## config.mk

```make
export PLATFORM = sky130hd
export DESIGN_NAME = sea_aggregator
export DESIGN_NICKNAME = d
export VERILOG_FILES = /design/src/pkg/sea_pkg.sv /design/src/sea_edge.sv /design/src/sea_sticky.sv /design/src/sea_aggregator.sv
export SDC_FILE = /design/constraint.sdc
export NUM_CORES = 1
export LEC_CHECK = 0
export BUFFER_PORTS_ARGS = -buffer_cell sky130_fd_sc_hd__buf_2
export CAP_MARGIN = 20
export CORE_ASPECT_RATIO = 0.75
export CORE_UTILIZATION = 50
export CTS_CLUSTER_SIZE = 16
export DETAILED_ROUTE_END_ITERATION = 16
export PLACE_DENSITY = 0.65
export SYNTH_ARGS = -nofsm -noshare
export SYNTH_HDL_FRONTEND = slang
export SYNTH_HIERARCHICAL = 1
export SYNTH_SLANG_ARGS = --single-unit
```

## constraint.sdc

```tcl
create_clock -name i_clk -period 2.1 [get_ports i_clk]
set_input_delay 0.105 -clock i_clk [delete_from_list [all_inputs] [get_ports i_clk]]
set_output_delay 0.105 -clock i_clk [all_outputs]
set_load 0.005 [all_outputs]
```

## src/pkg/sea_pkg.sv

```systemverilog
/*
 * sea_pkg: constants, register map and carrier types of the wake and
 * management event aggregator. Assumes an 8-bit register port and one clock.
 */
`default_nettype none
package sea_pkg;
	// ==========================================================
	// sizes
	localparam int SEA_NGPIO = 8;
	localparam int SEA_NTACH = 2;
	localparam int SEA_NWAKE = 5;
	localparam int SEA_NPER = 6;
	localparam int SEA_NPIN = SEA_NGPIO + SEA_NTACH + SEA_NWAKE;
	localparam int SEA_NSTK = SEA_NWAKE + 2 * SEA_NGPIO + 2 * SEA_NTACH + SEA_NGPIO;
	localparam logic [SEA_NGPIO-1:0] SEA_EE_CAPABLE_RST = 8'h3c;
	// ==========================================================
	// register offsets
	localparam logic [7:0] SEA_WAKE_ST_ONE = 8'h00;
	localparam logic [7:0] SEA_WAKE_EN_ONE = 8'h01;
	localparam logic [7:0] SEA_WAKE_GLOBAL = 8'h02;
	localparam logic [7:0] SEA_WAKE_ST_GPIO = 8'h03;
	localparam logic [7:0] SEA_WAKE_EN_GPIO = 8'h04;
	localparam logic [7:0] SEA_WAKE_ST_THREE = 8'h05;
	localparam logic [7:0] SEA_WAKE_EN_THREE = 8'h06;
	localparam logic [7:0] SEA_MGMT_ST_ONE = 8'h07;
	localparam logic [7:0] SEA_MGMT_EN_ONE = 8'h08;
	localparam logic [7:0] SEA_MGMT_ST_TWO = 8'h09;
	localparam logic [7:0] SEA_MGMT_EN_TWO = 8'h0a;
	localparam logic [7:0] SEA_MGMT_ST_GPIO = 8'h0b;
	localparam logic [7:0] SEA_MGMT_EN_GPIO = 8'h0c;
	localparam logic [7:0] SEA_MGMT_ST_TACH = 8'h0d;
	localparam logic [7:0] SEA_MGMT_EN_TACH = 8'h0e;
	localparam logic [7:0] SEA_MISC_ST = 8'h0f;
	localparam logic [7:0] SEA_GPIO_CFG = 8'h10;
	localparam logic [7:0] SEA_GPIO_DATA = 8'h18;
	localparam logic [7:0] SEA_MGMT_PIN_CFG = 8'h19;
	localparam logic [7:0] SEA_WAKE_PIN_CFG = 8'h1a;
	// ==========================================================
	// field positions
	localparam int SEA_CFG_DIR = 0;
	localparam int SEA_CFG_POL = 1;
	localparam int SEA_CFG_EE = 2;
	localparam int SEA_CFG_FSEL = 0;
	localparam int SEA_CFG_PUSH = 7;
	localparam int SEA_GLB_EN = 0;
	localparam int SEA_GLB_ST = 1;
	localparam int SEA_EN2_IR = 0;
	localparam int SEA_EN2_WAKE = 5;
	localparam int SEA_EN2_SIRQ = 6;
	localparam int SEA_EN2_PIN = 7;
	localparam int SEA_ST3_ROUTED = 3;
	// ==========================================================
	// reset values
	localparam logic [7:0] SEA_GPIO_CFG_RST = 8'h01;
	localparam logic [7:0] SEA_PIN_CFG_RST = 8'h01;
	localparam logic [7:0] SEA_REG_RST = 8'h00;
	// ==========================================================
	// carriers
	typedef struct packed {
		logic o;
		logic oe;
	} sea_pin_type;
	typedef struct packed {
		logic [7:0] rdata;
		logic [7:0] wake_en_one;
		logic wake_gen;
		logic wake_gst;
		logic [7:0] wake_en_gpio;
		logic [7:0] wake_en_three;
		logic [7:0] mgmt_en_one;
		logic [7:0] mgmt_en_two;
		logic [7:0] mgmt_en_gpio;
		logic [7:0] mgmt_en_tach;
		logic [SEA_NGPIO-1:0][7:0] cfg;
		logic [7:0] mgmt_cfg;
		logic [7:0] wake_cfg;
		logic ir_st;
		logic routed_st;
		logic group;
		logic serirq;
		sea_pin_type mgmt_pin;
		sea_pin_type wake_pin;
	} sea_state_type;
endpackage : sea_pkg
`default_nettype wire

```

## src/sea_edge.sv

```systemverilog
/*
 * sea_edge: two-stage synchroniser and edge detector for a group of pins.
 * Assumes the pins are asynchronous to i_clk and held at least two cycles.
 */
`timescale 1ns/1ps
`default_nettype none
module sea_edge #(
	parameter int W = 4
) (
	input wire logic i_clk,
	input wire logic i_reset_n,
	input wire logic [W-1:0] i_pin,
	output logic [W-1:0] o_level,
	output logic [W-1:0] o_rise,
	output logic [W-1:0] o_fall
);
	typedef struct packed {
		logic [W-1:0] meta;
		logic [W-1:0] sync;
		logic [W-1:0] last;
	} edge_type;
	edge_type st_r;
	edge_type st_nxt;
	// ==========================================================
	// first stage feeds only the second
	always_comb begin
		st_nxt.meta = i_pin;
		st_nxt.sync = st_r.meta;
		st_nxt.last = st_r.sync;
	end
	always_ff @(posedge i_clk or negedge i_reset_n) begin
		if (!i_reset_n) begin
			st_r <= '0;
		end else begin
			st_r <= st_nxt;
		end
	end
	assign o_level = st_r.last;
	assign o_rise = st_r.sync & ~st_r.last;
	assign o_fall = ~st_r.sync & st_r.last;
endmodule : sea_edge
`default_nettype wire

```

## src/sea_sticky.sv

```systemverilog
/*
 * sea_sticky: bank of sticky status bits, write-one-to-clear.
 * Assumes set and clear come from logic on the same clock.
 */
`timescale 1ns/1ps
`default_nettype none
module sea_sticky #(
	parameter int W = 8
) (
	input wire logic i_clk,
	input wire logic i_reset_n,
	input wire logic [W-1:0] i_set,
	input wire logic [W-1:0] i_clr,
	output logic [W-1:0] o_q
);
	typedef struct packed {
		logic [W-1:0] q;
	} sticky_type;
	sticky_type st_r;
	sticky_type st_nxt;
	// ==========================================================
	// set beats clear so no event is lost
	always_comb begin
		st_nxt.q = (st_r.q & ~i_clr) | i_set;
	end
	always_ff @(posedge i_clk or negedge i_reset_n) begin
		if (!i_reset_n) begin
			st_r <= '0;
		end else begin
			st_r <= st_nxt;
		end
	end
	assign o_q = st_r.q;
endmodule : sea_sticky
`default_nettype wire

```

## src/sea_aggregator.sv

```systemverilog
/*
 * sea_aggregator: wake and management event aggregator with its registers.
 * Assumes a same-clock register port, async pins and same-clock peripheral
 * requests that stay high until their source clears them.
 */
// The implementer's own choices: the placing of the registers and the address-and-strobe port.
`timescale 1ns/1ps
`default_nettype none
module sea_aggregator
	import sea_pkg::*;
#(
	parameter logic [SEA_NGPIO-1:0] EE_CAPABLE = SEA_EE_CAPABLE_RST
) (
	input wire logic i_clk,
	input wire logic i_reset_n,
	input wire logic [7:0] i_addr,
	input wire logic [7:0] i_wdata,
	input wire logic i_wr,
	input wire logic i_rd,
	output logic [7:0] o_rdata,
	input wire logic [SEA_NGPIO-1:0] i_gpio_pin,
	input wire logic [SEA_NTACH-1:0] i_tach_pin,
	input wire logic [SEA_NWAKE-1:0] i_wake_pin,
	input wire logic [SEA_NPER-1:0] i_periph_req,
	input wire logic i_infrared_event,
	output logic o_group_mgmt_internal,
	output logic o_serirq_irq2,
	output sea_pin_type o_mgmt_irq_pin,
	output sea_pin_type o_wake_event_pin
);
	// ==========================================================
	// decode helpers
	function automatic logic sea_hit(input logic [7:0] addr, input logic [7:0] off);
		return addr == off;
	endfunction : sea_hit

	// open drain drives only the low level
	function automatic sea_pin_type sea_drive(input logic active, input logic [7:0] cfg);
		sea_pin_type p;
		logic level;
		level = cfg[SEA_CFG_POL] ? active : ~active;
		p.o = cfg[SEA_CFG_PUSH] ? level : 1'b0;
		p.oe = cfg[SEA_CFG_FSEL] & (cfg[SEA_CFG_PUSH] | ~level);
		return p;
	endfunction : sea_drive

	sea_state_type st_r;
	sea_state_type st_nxt;

	// ==========================================================
	// synchronised pins
	logic [SEA_NPIN-1:0] pin_lvl;
	logic [SEA_NPIN-1:0] pin_rise;
	logic [SEA_NPIN-1:0] pin_fall;

	sea_edge #(
		.W(SEA_NPIN)
	) u_edge (
		.i_clk(i_clk),
		.i_reset_n(i_reset_n),
		.i_pin({i_wake_pin, i_tach_pin, i_gpio_pin}),
		.o_level(pin_lvl),
		.o_rise(pin_rise),
		.o_fall(pin_fall)
	);

	logic [SEA_NGPIO-1:0] gp_lvl;
	logic [SEA_NGPIO-1:0] gp_rise;
	logic [SEA_NGPIO-1:0] gp_fall;
	logic [SEA_NTACH-1:0] tach_rise;
	logic [SEA_NWAKE-1:0] wsrc_rise;

	assign gp_lvl = pin_lvl[SEA_NGPIO-1:0];
	assign gp_rise = pin_rise[SEA_NGPIO-1:0];
	assign gp_fall = pin_fall[SEA_NGPIO-1:0];
	assign tach_rise = pin_rise[SEA_NGPIO+SEA_NTACH-1:SEA_NGPIO];
	assign wsrc_rise = pin_rise[SEA_NPIN-1:SEA_NGPIO+SEA_NTACH];

	// ==========================================================
	// gpio events
	logic [SEA_NGPIO-1:0] gp_ev;
	logic [SEA_NGPIO-1:0] misc_ev;
	logic [SEA_NGPIO-1:0] gp_data;

	genvar g;
	generate
		for (g = 0; g < SEA_NGPIO; g++) begin : g_gpio
			logic pol;
			logic dir_in;
			logic ee;
			assign pol = st_r.cfg[g][SEA_CFG_POL];
			assign dir_in = st_r.cfg[g][SEA_CFG_DIR];
			assign ee = EE_CAPABLE[g] & st_r.cfg[g][SEA_CFG_EE];
			// either-edge ignores direction and polarity
			assign gp_ev[g] = ee ? (gp_rise[g] | gp_fall[g]) :
				(dir_in & (pol ? gp_fall[g] : gp_rise[g]));
			// misc flags track every edge of capable pins
			assign misc_ev[g] = EE_CAPABLE[g] & (gp_rise[g] | gp_fall[g]);
			assign gp_data[g] = gp_lvl[g] ^ pol;
		end
	endgenerate

	// ==========================================================
	// sticky status banks
	logic [SEA_NSTK-1:0] stk_set;
	logic [SEA_NSTK-1:0] stk_clr;
	logic [SEA_NSTK-1:0] stk_q;
	logic [SEA_NWAKE-1:0] wake_st_one;
	logic [SEA_NGPIO-1:0] wake_st_gpio;
	logic [SEA_NTACH-1:0] wake_st_tach;
	logic [SEA_NGPIO-1:0] mgmt_st_gpio;
	logic [SEA_NTACH-1:0] mgmt_st_tach;
	logic [SEA_NGPIO-1:0] misc_st;

	// statuses set with no regard to enables
	assign stk_set = {misc_ev, tach_rise, gp_ev, tach_rise, gp_ev, wsrc_rise};

	assign {misc_st, mgmt_st_tach, mgmt_st_gpio, wake_st_tach, wake_st_gpio, wake_st_one} = stk_q;

	logic wr_wst1;
	logic wr_wstg;
	logic wr_wst3;
	logic wr_mstg;
	logic wr_mstt;
	logic wr_misc;

	assign wr_wst1 = i_wr & sea_hit(i_addr, SEA_WAKE_ST_ONE);
	assign wr_wstg = i_wr & sea_hit(i_addr, SEA_WAKE_ST_GPIO);
	assign wr_wst3 = i_wr & sea_hit(i_addr, SEA_WAKE_ST_THREE);
	assign wr_mstg = i_wr & sea_hit(i_addr, SEA_MGMT_ST_GPIO);
	assign wr_mstt = i_wr & sea_hit(i_addr, SEA_MGMT_ST_TACH);
	assign wr_misc = i_wr & sea_hit(i_addr, SEA_MISC_ST);

	assign stk_clr = {
		{SEA_NGPIO{wr_misc}} & i_wdata[SEA_NGPIO-1:0],
		{SEA_NTACH{wr_mstt}} & i_wdata[SEA_NTACH-1:0],
		{SEA_NGPIO{wr_mstg}} & i_wdata[SEA_NGPIO-1:0],
		{SEA_NTACH{wr_wst3}} & i_wdata[SEA_NTACH-1:0],
		{SEA_NGPIO{wr_wstg}} & i_wdata[SEA_NGPIO-1:0],
		{SEA_NWAKE{wr_wst1}} & i_wdata[SEA_NWAKE-1:0]
	};

	sea_sticky #(
		.W(SEA_NSTK)
	) u_sticky (
		.i_clk(i_clk),
		.i_reset_n(i_reset_n),
		.i_set(stk_set),
		.i_clr(stk_clr),
		.o_q(stk_q)
	);

	// ==========================================================
	// group management signal
	logic per_any;
	logic gpio_any;
	logic group;

	// peripheral requests combine live with enables
	assign per_any = |(i_periph_req & st_r.mgmt_en_one[SEA_NPER-1:0]) |
		(st_r.ir_st & st_r.mgmt_en_two[SEA_EN2_IR]);
	assign gpio_any = |(mgmt_st_gpio & st_r.mgmt_en_gpio[SEA_NGPIO-1:0]) |
		|(mgmt_st_tach & st_r.mgmt_en_tach[SEA_NTACH-1:0]);
	assign group = per_any | gpio_any;

	// ==========================================================
	// wake logic
	logic wake_pend;
	logic wake_new;
	logic routed_set;

	assign routed_set = group & st_r.mgmt_en_two[SEA_EN2_WAKE];

	assign wake_pend = |(wake_st_one & st_r.wake_en_one[SEA_NWAKE-1:0]) |
		|(wake_st_gpio & st_r.wake_en_gpio[SEA_NGPIO-1:0]) |
		|(wake_st_tach & st_r.wake_en_three[SEA_NTACH-1:0]) |
		(st_r.routed_st & st_r.wake_en_three[SEA_ST3_ROUTED]);

	// only fresh transitions of enabled sources set global status
	assign wake_new = |(wsrc_rise & st_r.wake_en_one[SEA_NWAKE-1:0]) |
		|(gp_ev & st_r.wake_en_gpio[SEA_NGPIO-1:0]) |
		|(tach_rise & st_r.wake_en_three[SEA_NTACH-1:0]) |
		(routed_set & ~st_r.routed_st & st_r.wake_en_three[SEA_ST3_ROUTED]);

	// ==========================================================
	// next state
	always_comb begin
		st_nxt = st_r;

		// register writes
		if (i_wr) begin
			unique case (i_addr)
				SEA_WAKE_EN_ONE: begin
					st_nxt.wake_en_one = i_wdata;
				end
				SEA_WAKE_EN_GPIO: begin
					st_nxt.wake_en_gpio = i_wdata;
				end
				SEA_WAKE_EN_THREE: begin
					st_nxt.wake_en_three = i_wdata;
				end
				SEA_MGMT_EN_ONE: begin
					st_nxt.mgmt_en_one = i_wdata;
				end
				SEA_MGMT_EN_TWO: begin
					st_nxt.mgmt_en_two = i_wdata;
				end
				SEA_MGMT_EN_GPIO: begin
					st_nxt.mgmt_en_gpio = i_wdata;
				end
				SEA_MGMT_EN_TACH: begin
					st_nxt.mgmt_en_tach = i_wdata;
				end
				SEA_MGMT_PIN_CFG: begin
					st_nxt.mgmt_cfg = i_wdata;
				end
				SEA_WAKE_PIN_CFG: begin
					st_nxt.wake_cfg = i_wdata;
				end
				SEA_WAKE_GLOBAL: begin
					st_nxt.wake_gen = i_wdata[SEA_GLB_EN];
				end
				default: begin
				end
			endcase
			for (int k = 0; k < SEA_NGPIO; k++) begin
				if (sea_hit(i_addr, SEA_GPIO_CFG + 8'(k))) begin
					st_nxt.cfg[k] = i_wdata;
				end
			end
		end

		// global wake status: clear refused while any enabled status pends
		if (i_wr && sea_hit(i_addr, SEA_WAKE_GLOBAL) && i_wdata[SEA_GLB_ST] && !wake_pend) begin
			st_nxt.wake_gst = 1'b0;
		end
		if (wake_new) begin
			st_nxt.wake_gst = 1'b1;
		end

		// routed status: write-one clears, still-active source re-sets
		if (wr_wst3 && i_wdata[SEA_ST3_ROUTED]) begin
			st_nxt.routed_st = 1'b0;
		end
		if (routed_set) begin
			st_nxt.routed_st = 1'b1;
		end

		// infrared flag clears on a read of status two
		if (i_rd && sea_hit(i_addr, SEA_MGMT_ST_TWO)) begin
			st_nxt.ir_st = 1'b0;
		end
		if (i_infrared_event) begin
			st_nxt.ir_st = 1'b1;
		end

		// read data stands one cycle only
		st_nxt.rdata = 8'h00;
		if (i_rd) begin
			unique case (i_addr)
				SEA_WAKE_ST_ONE: begin
					st_nxt.rdata = 8'(wake_st_one);
				end
				SEA_WAKE_EN_ONE: begin
					st_nxt.rdata = st_r.wake_en_one;
				end
				SEA_WAKE_GLOBAL: begin
					st_nxt.rdata = {6'h00, st_r.wake_gst, st_r.wake_gen};
				end
				SEA_WAKE_ST_GPIO: begin
					st_nxt.rdata = 8'(wake_st_gpio);
				end
				SEA_WAKE_EN_GPIO: begin
					st_nxt.rdata = st_r.wake_en_gpio;
				end
				SEA_WAKE_ST_THREE: begin
					st_nxt.rdata = {4'h0, st_r.routed_st, 1'b0, wake_st_tach};
				end
				SEA_WAKE_EN_THREE: begin
					st_nxt.rdata = st_r.wake_en_three;
				end
				SEA_MGMT_ST_ONE: begin
					st_nxt.rdata = 8'(i_periph_req);
				end
				SEA_MGMT_EN_ONE: begin
					st_nxt.rdata = st_r.mgmt_en_one;
				end
				SEA_MGMT_ST_TWO: begin
					st_nxt.rdata = {7'h00, st_r.ir_st};
				end
				SEA_MGMT_EN_TWO: begin
					st_nxt.rdata = st_r.mgmt_en_two;
				end
				SEA_MGMT_ST_GPIO: begin
					st_nxt.rdata = 8'(mgmt_st_gpio);
				end
				SEA_MGMT_EN_GPIO: begin
					st_nxt.rdata = st_r.mgmt_en_gpio;
				end
				SEA_MGMT_ST_TACH: begin
					st_nxt.rdata = 8'(mgmt_st_tach);
				end
				SEA_MGMT_EN_TACH: begin
					st_nxt.rdata = st_r.mgmt_en_tach;
				end
				SEA_MISC_ST: begin
					st_nxt.rdata = 8'(misc_st);
				end
				SEA_GPIO_DATA: begin
					st_nxt.rdata = 8'(gp_data);
				end
				SEA_MGMT_PIN_CFG: begin
					st_nxt.rdata = st_r.mgmt_cfg;
				end
				SEA_WAKE_PIN_CFG: begin
					st_nxt.rdata = st_r.wake_cfg;
				end
				default: begin
					st_nxt.rdata = 8'h00;
				end
			endcase
			for (int k = 0; k < SEA_NGPIO; k++) begin
				if (sea_hit(i_addr, SEA_GPIO_CFG + 8'(k))) begin
					st_nxt.rdata = st_r.cfg[k];
				end
			end
		end

		// outputs, registered so pins never glitch
		st_nxt.group = group;
		st_nxt.serirq = group & st_r.mgmt_en_two[SEA_EN2_SIRQ];
		st_nxt.mgmt_pin = sea_drive(group & st_r.mgmt_en_two[SEA_EN2_PIN], st_r.mgmt_cfg);
		st_nxt.wake_pin = sea_drive(st_r.wake_gen & wake_pend, st_r.wake_cfg);
	end

	// ==========================================================
	// state register
	always_ff @(posedge i_clk or negedge i_reset_n) begin
		if (!i_reset_n) begin
			st_r <= '0;
			st_r.cfg <= {SEA_NGPIO{SEA_GPIO_CFG_RST}};
			st_r.mgmt_cfg <= SEA_PIN_CFG_RST;
			st_r.wake_cfg <= SEA_PIN_CFG_RST;
			st_r.mgmt_pin.oe <= 1'b0;
			st_r.wake_pin.oe <= 1'b0;
		end else begin
			st_r <= st_nxt;
		end
	end

	// ==========================================================
	// outputs
	assign o_rdata = st_r.rdata;
	assign o_group_mgmt_internal = st_r.group;
	assign o_serirq_irq2 = st_r.serirq;
	assign o_mgmt_irq_pin = st_r.mgmt_pin;
	assign o_wake_event_pin = st_r.wake_pin;

endmodule : sea_aggregator
`default_nettype wire

```

### Word level (Yosys, flattened, before mapping)

Index checks and enable logic that the tools add are counted.

| cells by class | value |
|---|---|
| eq/ne operators | 26 |
| muxes and demuxes | 32 |
| bitwise gates (word level) | 74 |
| reduce and logical (&&, ||, !) cells | 37 |

Operator list:

| operator | count |
|---|---|
| $pmux W8 S19 | 1 |
| $eq A8 B5 Y1 const B | 11 |
| $mux W8 | 9 |
| $eq A8 B4 Y1 const B | 8 |
| $and A8 B8 Y8 | 7 |
| $reduce_and A2 Y1 | 18 |
| $and A33 B33 Y33 | 1 |
| $not A33 Y33 | 1 |
| $or A33 B31 Y33 | 1 |
| $eq A8 B3 Y1 const B | 4 |
| $and A1 B1 Y1 | 24 |
| $reduce_or A8 Y1 | 3 |
| $mux W1 | 22 |
| $eq A8 B2 Y1 const B | 2 |
| $and A15 B15 Y15 | 1 |
| $and A5 B5 Y5 | 3 |
| $not A15 Y15 | 1 |
| $or A1 B1 Y1 | 15 |
| $and A2 B2 Y2 | 5 |
| $reduce_or A5 Y1 | 2 |
| $eq A8 B1 Y1 const B | 1 |
| $logic_not A8 Y1 | 1 |
| $not A8 Y8 | 1 |
| $xor A1 B1 Y1 | 8 |
| other kinds (7) | 19 |

| word-level totals | value |
|---|---|
| register bits | 232 |
| input bits | 42 |
| logic and storage cells | 201 |

### Depth between registers and ports, before layout

| logic depth | value |
|---|---|
| depth after elaboration | 11 |
| gate-level depth with buffers | 9 |
| depth with buffers taken out | 7 |

### By module

Netlist, hierarchy kept.

By module, submodules not included:

| module | times used | cells an instance | area each (um^2) | sequential area each (um^2) |
|---|---|---|---|---|
| sea_aggregator | 1 | 805 | 8,643.3 | 3,866.2 |
| sea_edge | 1 | 75 | 1,388.8 | 1,126.1 |
| sea_sticky | 1 | 99 | 1,197.4 | 825.8 |

### Worst setup path after synthesis

OpenSTA, ideal clock, no wires.

| timing path | value |
|---|---|
| kind | input port to flip-flop |
| start | input port i_addr[4] |
| end | register st_r[88] (netlist bit) |
| library setup time | 125 ps |
| arrival time | 1,618 ps |
| data required time | 1,975 ps |
| path slack | 357 ps |
| stages | 6 |
| path buffers | 2 |
| path through | buf_6 -> nor4_1 -> buf_4 -> nand2_1 -> nor2_2 -> mux2_2 |

| between the ends | value |
|---|---|
| word-level cells in the longest chain between the ends | 2 |

RTL lines:

| item | line | RTL |
|---|---|---|
| start, declared | sea_aggregator.sv:16 | `input wire logic [7:0] i_addr,` |
| $eq A8 B4 Y1 | sea_aggregator.sv:192 | `unique case (i_addr)` |
| $reduce_and A2 Y1 (no line) | n/a |  |
| end signal, assigned | sea_aggregator.sv:347 | `st_r <= st_nxt;` |
| end, declared | sea_aggregator.sv:47 | `sea_state_type st_r;` |

Every way passes these cells.
A chain may end at the register's enable or synchronous reset.

==> flow_metrics.py <==
metrics = {
    "outcome": {
        "outcome": "finished clean",
    },
    "setup_path": {
        "worstReg2RegStart": "g_gpio[1].pol",
        "cp_slowest_cell": "a2111oi_0",
        "r2r_setup_slack_ps": 80,
        "ff2ff_path_depth": 4,
        "cp-end-kind": "flop",
        "cp_max_fo": 4,
        "crit_chain": "xnor2_1 -> o311ai_0 -> a2111oi_0 -> a31oi_1",
        "cp.required_ps": 2470,
        "crit_buf_inv": 0,
        "timing.critical_path.from": "g_gpio[1].pol",
        "r2r-end": "o_rdata[1]",
        "worstSetupPathType": "flop to flop",
        "cp.arrival_ps": 2400,
        "slowest_delay_ps": 710,
        "crit_family": "compound AO/OA/AOI/OAI gates",
        "worst_setup_path_start_kind": "flop",
    },
    "logic_synthesis": {
        "yosysWarnings": 6,
        "synth_area_um2": 11200,
        "avgSynthCellArea_um2": 11.5,
        "netlist_instances": 972,
    },
    "floorplanning": {
        "ioPinCount": 56,
        "coreArea_um2": 21500,
        "dieHeight_um": 131,
        "dieArea_um2": 22900,
        "initial_utilization_pct": 51.9,
        "rows": 46,
        "die_x_um": 175,
    },
    "job": {
        "max-cap-violations": 0,
    },
    "pwr": {
        "power_mw": 10.6,
        "irDropWorstVdd_uv": 1010,
        "leakagePower_nw": 6.19,
        "p_per_area_nw_per_um2": 782,
    },
    "clock_network": {
        "ctsRootBufferMaster": "clkbuf_16",
        "htree_levels": 1,
        "numCtsBuffers": 24,
        "clock_path_buffers": 3,
        "cts_tree": "yes",
        "post-cts-setup-buffers": 0,
        "insertion_delay_ps": 530,
        "cts.sinks": 232,
        "clk_pin_slew_ps": 60,
    },
    "layout": {
        "drive_gt1_share_pct": 37.2,
        "final_cell_mix": "dfrtp_1, mux2_2, buf_4, nand2_1, buf_2",
        "finish.utilization_pct": 63.0,
        "final_common_cell": "dfrtp_1",
        "nets": 1176,
        "areaGrowthSynthToFinish_pct": 21.5,
    },
    "worst_hold_path": {
        "hold_path_end": "o_rdata[4]",
        "hold_depth": 3,
        "hp-class": "input pin to flop",
        "hp-start": "i_rd",
    },
    "grt": {
        "track_usage_pct": 36.4,
        "antenna_found_initial": 3,
        "grt_pass1_wl_um": 59900,
        "grt-ovfl-total": 0,
        "grt_max_degree": 71,
        "grt_pass1_vias": 8813,
    },
    "placement": {
        "hpwl_um": 30700,
        "place_congestion": 0.968,
        "portBuffers": 55,
        "dp_slack_ps": -198,
    },
    "timing": {
        "tightest_slew_ps": 810,
        "slew_headroom_pct": 46.0,
        "slew_violations": 0,
        "period_needed_ps": 2020,
        "finClkSkew_ps": 19.4,
        "timing_hold_violations_final": 0,
        "timing.final.crit_share_pct": 96.3,
        "rsz0062_at_grt": "no",
        "setup_violations": 0,
        "fin_ws_ps": 76.7,
        "max_clock_freq_ghz": 0.494,
    },
    "routing": {
        "antenna_left": 0,
        "vias": 8955,
        "drc_errors": 0,
        "drtPass1Iterations": 7,
        "routedWlPerCell_um": 28.3,
        "wl_um": 40900,
        "detail_route.vias_per_cell": 6.20,
        "drt_iter0_drc": 1129,
    },
}
## report_power, final
group,switching [mW],total [mW],internal [mW]
logic,0.655,1.18,0.525
registers,0.352,5.15,4.80
clock network,1.76,4.28,2.52
## what timing repair did
item                                    4_1_cts  5_1_grt
endpoints found under the hold margin        77        0
hold buffers                                 17        0
gates resized for setup                       0        3
endpoints found under the setup margin        0        1
## flip-flops by register name (all words and copies together), names as in the netlist
| register | cells |
|---|---|
| g_gpio.dir_in | 8 |
| g_gpio.ee | 4 |
| u_edge/st_nxt | 30 |
| o_wake_event_pin | 2 |
| o_mgmt_irq_pin | 2 |
| g_gpio.pol | 8 |
| u_edge/o_level | 15 |
| o_rdata | 8 |
| o_serirq_irq2 | 1 |
| u_sticky/o_q | 33 |
| st_r | 120 |
| o_group_mgmt_internal | 1 |
## per-stage QoR
step	instance area (µm²)	instances	hold slack, ps	TNS [ps]
2_1_floorplan	11200	975	-191	0
3_3_place_gp	12600	1379	139	-4650
3_5_place_dp	12600	1379	138	-1350
4_1_cts	13600	1440	34.4	0
5_1_grt	13600	1440	53.9	0
6_report	13600	1444	52.3	0
## worst min-delay path, cell delays in order
cell     delay (ps)
buf_2           120
buf_4           180
o221a_2         130
## layer usage
layer	vias to the layer above	global-route usage, %	wire, µm
met3	70	10.6	4430
met4	0	8.60	990
li1	3848	-	-
met2	485	49.3	16400
met5	-	0	0
met1	4552	56.5	19100
## cell type report
cell class	instances	area, µm²
well taps	288	360
clock inverters	4	45.0
flip-flops and latches	232	5820
inverters	44	165
repair buffers	202	1590
fillers	1744	7960
diodes	4	10.0
multi-input cells	630	4840
clock buffers	40	742
## how the worst max path moves through the flow
| stage | end | cells past startpoint |
|---|---|---|
| 2_1_floorplan | st_r[88] | 6 |
| 6_report | o_rdata[1] | 4 |
| 5_1_grt | st_r[136] | 7 |
| 4_1_cts | o_rdata[1] | 4 |
| 3_3_place_gp | o_rdata[1] | 8 |
| 3_5_place_dp | o_rdata[1] | 8 |
Power figures use the tool's default switching activity.
